**config.mk**
```make
export PLATFORM = sky130hd
export DESIGN_NAME = pcs_control_reg_low_bits
export DESIGN_NICKNAME = d
export VERILOG_FILES = /design/src/design/pcs_ctrl_pkg.sv /design/src/design/restart_pulse.sv /design/src/design/pcs_control_reg_low_bits.sv
export SDC_FILE = /design/constraint.sdc
export NUM_CORES = 1
export LEC_CHECK = 0
export BUFFER_PORTS_ARGS = -buffer_cell sky130_fd_sc_hd__buf_4
export CORE_MARGIN = 4
export CORE_UTILIZATION = 36
export DETAILED_ROUTE_END_ITERATION = 8
export PLACE_DENSITY_LB_ADDON = 0.3
export SETUP_SLACK_MARGIN = 0.05
export SYNTH_ARGS = -nofsm -noshare
export SYNTH_HDL_FRONTEND = slang
export SYNTH_SLANG_ARGS = --single-unit
```
**constraint.sdc**
```tcl
create_clock -name i_clk_sys -period 1 [get_ports i_clk_sys]
set_clock_uncertainty 0.05 [all_clocks]
set_input_delay 0.2 -clock i_clk_sys [delete_from_list [all_inputs] [get_ports i_clk_sys]]
set_output_delay 0.2 -clock i_clk_sys [all_outputs]
set_load 0.02 [all_outputs]
```
**src/design/pcs_ctrl_pkg.sv**
```systemverilog
// constants for bits 15 down to 5 of the pcs management control register
// Contract
// - isolate bit set cuts pcs logic off the gmii; resets to one
// - writing one to restart bit restarts negotiation, then self-clears; reset zero
// - duplex bit always reads one, writes ignored
// - collision test bit always reads zero, writes ignored
// - 1000base-x/2500base-x: speed msb always reads one
// - sgmii speed pair encodes rate; writable only in controller mode
// - unidirectional enable allows transmit without link, only when negotiation off
// - bits four down to zero read zero, writes discarded
// - negotiation enable bit turns negotiation on or off; defaults to one
// - 1000base-x/2500base-x: speed lsb always reads zero
package pcs_ctrl_pkg;
  localparam int unsigned REG_W      = 16;
  localparam int unsigned BIT_RESET  = 15;
  localparam int unsigned BIT_LOOP   = 14;
  localparam int unsigned BIT_SPD_LS = 13;
  localparam int unsigned BIT_AN_EN  = 12;
  localparam int unsigned BIT_PWRDN  = 11;
  localparam int unsigned BIT_ISO    = 10;
  localparam int unsigned BIT_AN_RST = 9;
  localparam int unsigned BIT_DUPLEX = 8;
  localparam int unsigned BIT_COLTST = 7;
  localparam int unsigned BIT_SPD_MS = 6;
  localparam int unsigned BIT_UNIDIR = 5;

  localparam logic       RST_ISO    = 1'b1;
  localparam logic       RST_AN_EN  = 1'b1;
  localparam logic       RST_UNIDIR = 1'b0;
  localparam logic       RST_AN_RST = 1'b0;
  localparam logic [1:0] SPD_1G     = 2'h2;
  localparam logic       FIX_DUPLEX = 1'b1;
  localparam logic       FIX_COLTST = 1'b0;
  localparam logic [REG_W-1:0] ZERO_WORD = 16'h0000;
endpackage

```
**src/design/restart_pulse.sv**
```systemverilog
// self-clearing negotiation restart bit
module restart_pulse (
  // clock and reset
  input  wire logic i_clk_sys,
  input  wire logic i_rst_n,
  // request
  input  wire logic i_req,
  // registered pulse to the pcs; the readback of the bit is registered in the parent
  output logic      o_pulse
);
  logic pulse_d;
  logic pulse_q;

  always_comb begin
    pulse_d = i_req;
  end

  always_ff @(posedge i_clk_sys or negedge i_rst_n) begin
    if (!i_rst_n) begin
      pulse_q <= pcs_ctrl_pkg::RST_AN_RST;
    end else begin
      pulse_q <= pulse_d;
    end
  end

  assign o_pulse = pulse_q;
endmodule

```
**src/design/pcs_control_reg_low_bits.sv**
```systemverilog
// pcs management control register, bits 13 down to 5 plus fixed readbacks
module pcs_control_reg_low_bits #(
  parameter bit AN_BUILT_IN = 1'b1
) (
  // clock and reset
  input  wire logic        i_clk_sys,
  input  wire logic        i_rst_n,
  // management access (mdio or configuration vector)
  input  wire logic        i_reg_wr,
  input  wire logic [15:0] i_reg_wdata,
  output logic      [15:0] o_reg_rdata,
  // readback of bits 15, 14, 11 held elsewhere
  input  wire logic [2:0]  i_hi_rd,
  // operating mode
  input  wire logic        i_sgmii_mode,
  input  wire logic        i_ctrl_mode,
  // controls to the pcs
  output logic             o_isolate,
  output logic             o_an_enable,
  output logic             o_an_restart,
  output logic [1:0]       o_speed,
  output logic             o_unidir_tx
);

  ////////////////////////////////////////////////////////////////////////////
  logic       iso_d,   iso_q;
  logic       anen_d,  anen_q;
  logic       unid_d,  unid_q;
  logic [1:0] spd_d,   spd_q;
  logic       utx_d,   utx_q;
  logic [15:0] rd_d,   rd_q;
  logic       restart_req;
  logic       restart_q;
  logic       spd_wr_ok;

  // speed pair only writable in sgmii controller mode
  assign spd_wr_ok = i_sgmii_mode & i_ctrl_mode;

  always_comb begin
    iso_d  = iso_q;
    anen_d = anen_q;
    unid_d = unid_q;
    spd_d  = spd_wr_ok ? spd_q : pcs_ctrl_pkg::SPD_1G;
    restart_req = 1'b0;
    if (i_reg_wr) begin
      iso_d  = i_reg_wdata[pcs_ctrl_pkg::BIT_ISO];
      anen_d = AN_BUILT_IN & i_reg_wdata[pcs_ctrl_pkg::BIT_AN_EN];
      unid_d = i_reg_wdata[pcs_ctrl_pkg::BIT_UNIDIR];
      restart_req = AN_BUILT_IN & i_reg_wdata[pcs_ctrl_pkg::BIT_AN_RST];
      if (spd_wr_ok) begin
        spd_d = {i_reg_wdata[pcs_ctrl_pkg::BIT_SPD_MS],
                 i_reg_wdata[pcs_ctrl_pkg::BIT_SPD_LS]};
      end
    end
    // transmit without link only when negotiation is off
    utx_d = unid_d & ~anen_d;
  end

  ////////////////////////////////////////////////////////////////////////////
  // readback built from next values so a read after a write sees it
  always_comb begin
    rd_d = pcs_ctrl_pkg::ZERO_WORD;
    rd_d[pcs_ctrl_pkg::BIT_RESET]  = i_hi_rd[2];
    rd_d[pcs_ctrl_pkg::BIT_LOOP]   = i_hi_rd[1];
    rd_d[pcs_ctrl_pkg::BIT_PWRDN]  = i_hi_rd[0];
    rd_d[pcs_ctrl_pkg::BIT_SPD_LS] = spd_d[0];
    rd_d[pcs_ctrl_pkg::BIT_AN_EN]  = anen_d;
    rd_d[pcs_ctrl_pkg::BIT_ISO]    = iso_d;
    rd_d[pcs_ctrl_pkg::BIT_AN_RST] = restart_req;
    rd_d[pcs_ctrl_pkg::BIT_DUPLEX] = pcs_ctrl_pkg::FIX_DUPLEX;
    rd_d[pcs_ctrl_pkg::BIT_COLTST] = pcs_ctrl_pkg::FIX_COLTST;
    rd_d[pcs_ctrl_pkg::BIT_SPD_MS] = spd_d[1];
    rd_d[pcs_ctrl_pkg::BIT_UNIDIR] = unid_d;
  end

  ////////////////////////////////////////////////////////////////////////////
  always_ff @(posedge i_clk_sys or negedge i_rst_n) begin
    if (!i_rst_n) begin
      iso_q  <= pcs_ctrl_pkg::RST_ISO;
      anen_q <= AN_BUILT_IN ? pcs_ctrl_pkg::RST_AN_EN : 1'b0;
      unid_q <= pcs_ctrl_pkg::RST_UNIDIR;
      spd_q  <= pcs_ctrl_pkg::SPD_1G;
      utx_q  <= 1'b0;
      rd_q   <= pcs_ctrl_pkg::ZERO_WORD;
    end else begin
      iso_q  <= iso_d;
      anen_q <= anen_d;
      unid_q <= unid_d;
      spd_q  <= spd_d;
      utx_q  <= utx_d;
      rd_q   <= rd_d;
    end
  end

  restart_pulse u_restart (
    .i_clk_sys (i_clk_sys),
    .i_rst_n   (i_rst_n),
    .i_req     (restart_req),
    .o_pulse   (restart_q)
  );

  assign o_isolate    = iso_q;
  assign o_an_enable  = anen_q;
  assign o_an_restart = restart_q;
  assign o_speed      = spd_q;
  assign o_unidir_tx  = utx_q;
  assign o_reg_rdata  = rd_q;
endmodule

```
# == Word level (Yosys, flattened, before mapping) ==
# Cells that the tools add are included.
# totals
register_bits,17
inputBits,24
out_inout_bits,22
# op_classes
mux,7
bitwise_logic,3
# op_table
op,count
$mux W2,3
$mux W1,4
$and A1 B1 Y1,2
$not A1 Y1,1

# == Depth between registers and ports, before layout ==
# logic_depth
depth_word,4
mapped_depth,3
mapped_depth_nobuf,2

# == By module ==
# From an unflattened synthesis, not the netlist that was laid out.
# hier_totals
cells_unflattened,38
hier_area_um2,560.5
# modules_own_cells
module,n_inst,cells_each,area_each_um2,seq_area_each_um2
pcs_control_reg_low_bits,1,37,535.5,354.1
restart_pulse,1,1,25.0,25.0

# == Least setup slack after synthesis ==
# OpenSTA, ideal clock, no wires.
# synth_timing
kind,reg2reg
start,register anen_q (netlist: o_an_enable)
end,register utx_q (netlist: o_unidir_tx)
setup_ns,0.122
arrival_ns,0.810
required_ns,0.828
path_slack_ns,0.019
stages_incl_launch_ff,3
path_buffers,0
path_cell_list,dfstp_2 > nor2_1 > a32o_1
# synth_via
elab_chain_cells,3
# synth_lines
item,line,text
start: declaration,pcs_control_reg_low_bits.sv:27,"logic anen_d, anen_q;"
start signal: assignment,pcs_control_reg_low_bits.sv:80,anen_q <= AN_BUILT_IN ? pcs_ctrl_pkg::RST_AN_EN : 1'b0;
start signal: assignment,pcs_control_reg_low_bits.sv:87,anen_q <= anen_d;
$mux W1,pcs_control_reg_low_bits.sv:45,if (i_reg_wr) begin
$not A1 Y1,pcs_control_reg_low_bits.sv:56,utx_d = unid_d & ~anen_d;
$and A1 B1 Y1,pcs_control_reg_low_bits.sv:56,
via utx_d,pcs_control_reg_low_bits.sv:30,"logic utx_d, utx_q;"
end signal: assignment,pcs_control_reg_low_bits.sv:90,utx_q <= utx_d;
end: declaration,pcs_control_reg_low_bits.sv:30,
# The timed path passes the listed nets, and every way through them passes these cells.

# == Final worst setup path ==
# layout_timing
start,register spd_q[1] (netlist: o_speed[1])
end,output o_speed[1]
# layout_lines
item,line,text
start: declaration,pcs_control_reg_low_bits.sv:29,"logic [1:0] spd_d, spd_q;"
start signal: assignment,pcs_control_reg_low_bits.sv:82,spd_q <= pcs_ctrl_pkg::SPD_1G;
start signal: assignment,pcs_control_reg_low_bits.sv:89,spd_q <= spd_d;
end: declaration,pcs_control_reg_low_bits.sv:21,"output logic [1:0] o_speed,"
# No word-level cell between the ends.

==> impl_metrics.tcl <==
set metrics [dict create \
    fmax_mhz 842.0 \
    maxSlewViolCount 0 \
    multi_input_area_um2 125.1 \
    core_area_um2 1366 \
    yosys_warnings 0 \
    crit_slowest_cell "dfstp_2" \
    regArea_um2 354.1 \
    yosys.cell_types.count 13 \
    cp_cell_sequence "buf_6" \
    drt_wl_total_mm 1.129 \
    diodes 0 \
    finalSetupTns_ns -1.246 \
    hpwl_um 857.2 \
    firstDrtPassIters 3 \
    area_delta_synth_final_pct 61.75 \
    path_clk_slew_ns 0.08 \
    ys_ff_latch 14 \
    crit_family "flip-flops" \
    grt_start_max_net_pins 15 \
    nets 98 \
    wl_per_cell_um 12.83 \
    antenna_found_initial 0 \
    synth-seq-area-share_pct 65.21 \
    regToRegStartpoint "o_an_enable" \
    drive_gt1_share_pct 58.90 \
    first_iter_violations 2 \
    place.port_buffers 29 \
    crit_type "reg2out" \
    rsz0062_at_grt "yes" \
    path_buf_inv 1 \
    cts_tree "built" \
    viasPerCell 4.193 \
    num_rows 13 \
    fin_crit_sh_pct 118.8 \
    cts-buffers-inserted 3 \
    holdWs_ns 0.05124 \
    crit_start "o_speed[1]" \
    crit_required_ns 0.75 \
    fin_ws_ns -0.1877 \
    cts.sinks 14 \
    dr_total_vias 369 \
    hp-class "in2reg" \
    clock_latency_ns 0.27 \
    clk_path_buf_depth 2 \
    irDropWorstVdd_uv 1014 \
    violations "negative setup slack" \
    grt_pass1_vias 386 \
    cpPeakStageDelay_ns 0.55 \
    final_cell_mix "buf_4, buf_6, dfrtp_1" \
    fill_cells 111 \
    drc_errors 0 \
    die_x_um 46.84 \
    cp_max_fo 2 \
    syn_area_per_cell_um2 14.29 \
    final_hold_viol_count 0 \
    synthCells 38 \
    grt_pass1_wl_mm 1.766 \
    startpoint_type "flop" \
    outcome "finished with violations" \
    total_leakage_power_nw 0.4503 \
    drv_cap 0 \
    hold_start "i_ctrl_mode" \
    ios 46 \
    cp_data_arrival_time_ns 0.94 \
    gr-total-overflow 0 \
    endpoint_kind "primary output" \
    gp_congestion 0.6885 \
    grtUsageTotal_pct 12.98 \
    cts_max_level 1 \
    dieArea_um2 2194 \
    drtAntennaViolNets 0 \
    clk_root_buffer_cell "clkbuf_4" \
    min_period_ns 1.188 \
    setup_violations 17 \
    start_util_pct 39.74 \
    p_per_area_nw_per_um2 1500 \
    die_y_um 46.84 \
    netlist_area_um2 543.0 \
]
flip-flops by register name, summed over array words and instances, names as in the netlist:
name,count
o_isolate,1
o_an_enable,1
o_reg_rdata,9
o_speed,2
o_unidir_tx,1
cell usage after synthesis, drive strengths merged:
library cell  count  area (µm²)
buf              10       78.82
inv               1       3.750
nand2             1       3.750
nor2              2       7.510
mux2              3       45.04
dfstp             3       78.83
dfrtp            11       275.3
and2              1       7.510
conb              2       7.510
mux2i             2       20.02
a32o              1       10.01
nand3             1       5.000
area by class of cell:
type | count | area share, %
well taps | 15 | 2.137
multi-input cells | 18 | 14.25
flip-flops and latches | 14 | 40.31
inverters | 1 | 0.4274
clock buffers | 4 | 4.131
repair buffers | 36 | 38.75
what timing repair did:
| item | CTS | global route |
|---|---|---|
| hold endpoints to repair | 17 | 0 |
| buffers inserted | 2 | 1 |
| resized for setup | 16 | 0 |
| hold buffers | 4 | 0 |
| setup endpoints to repair | 16 | 18 |
per-stage QoR:
step | area [µm²] | worst slack, ns | power (mW) | cells | utilization, %
after floorplan | 561.8 | 0.01887 | 0.7847 | 43 | -
after global placement | 719.4 | 0.07512 | 0.8721 | 77 | 52.66
after detailed placement | 719.4 | 0.06764 | 0.8788 | 77 | 52.66
after CTS | 870.8 | -0.1983 | 1.329 | 87 | 63.74
after global routing | 878.3 | -0.2378 | 1.395 | 88 | 64.29
final | 878.3 | -0.1877 | 1.317 | 88 | 64.29
per-layer routing:
| metal | vias up | GRT usage (%) | share of wire, % |
|---|---|---|---|
| met4 | 0 | 9.945 | 2.1 |
| met5 | - | 0 | 0 |
| met3 | 4 | 4.981 | 14 |
| met1 | 166 | 14.32 | 34 |
| li1 | 173 | - | - |
| met2 | 26 | 20.05 | 49 |
final timing paths:
path | slack [ns] | end | cells after the start
worst max-delay path | -0.19 | o_speed[1] | 1
worst min-delay path | 0.05 | o_speed[1] | 2
worst max register to register | -0.03 | o_unidir_tx | 3
worst min register to register | 0.50 | o_unidir_tx | 1
max in group asynchronous | 0.42 | o_isolate | 2
min in group asynchronous | 0.25 | o_reg_rdata[6] | 2
power by group:
part / internal, mW / switching [mW]
clock network: 0.221 / 0.171
registers: 0.611 / 0.0232
logic: 0.157 / 0.133
total: 0.989 / 0.328
cell families (layout without fill, tap and decap cells):
kind of cell    after synthesis  count (layout)  share of synthesized area [%]
mux                           5               5                          11.98
compound gates                1               1                          1.843
flops                        14              14                          65.21
simple gates                  5               5                          4.377
other cells                   2               7                          1.383
buf+inv                      11              41                          15.21
No activity file was read; power rests on OpenSTA's default activity.
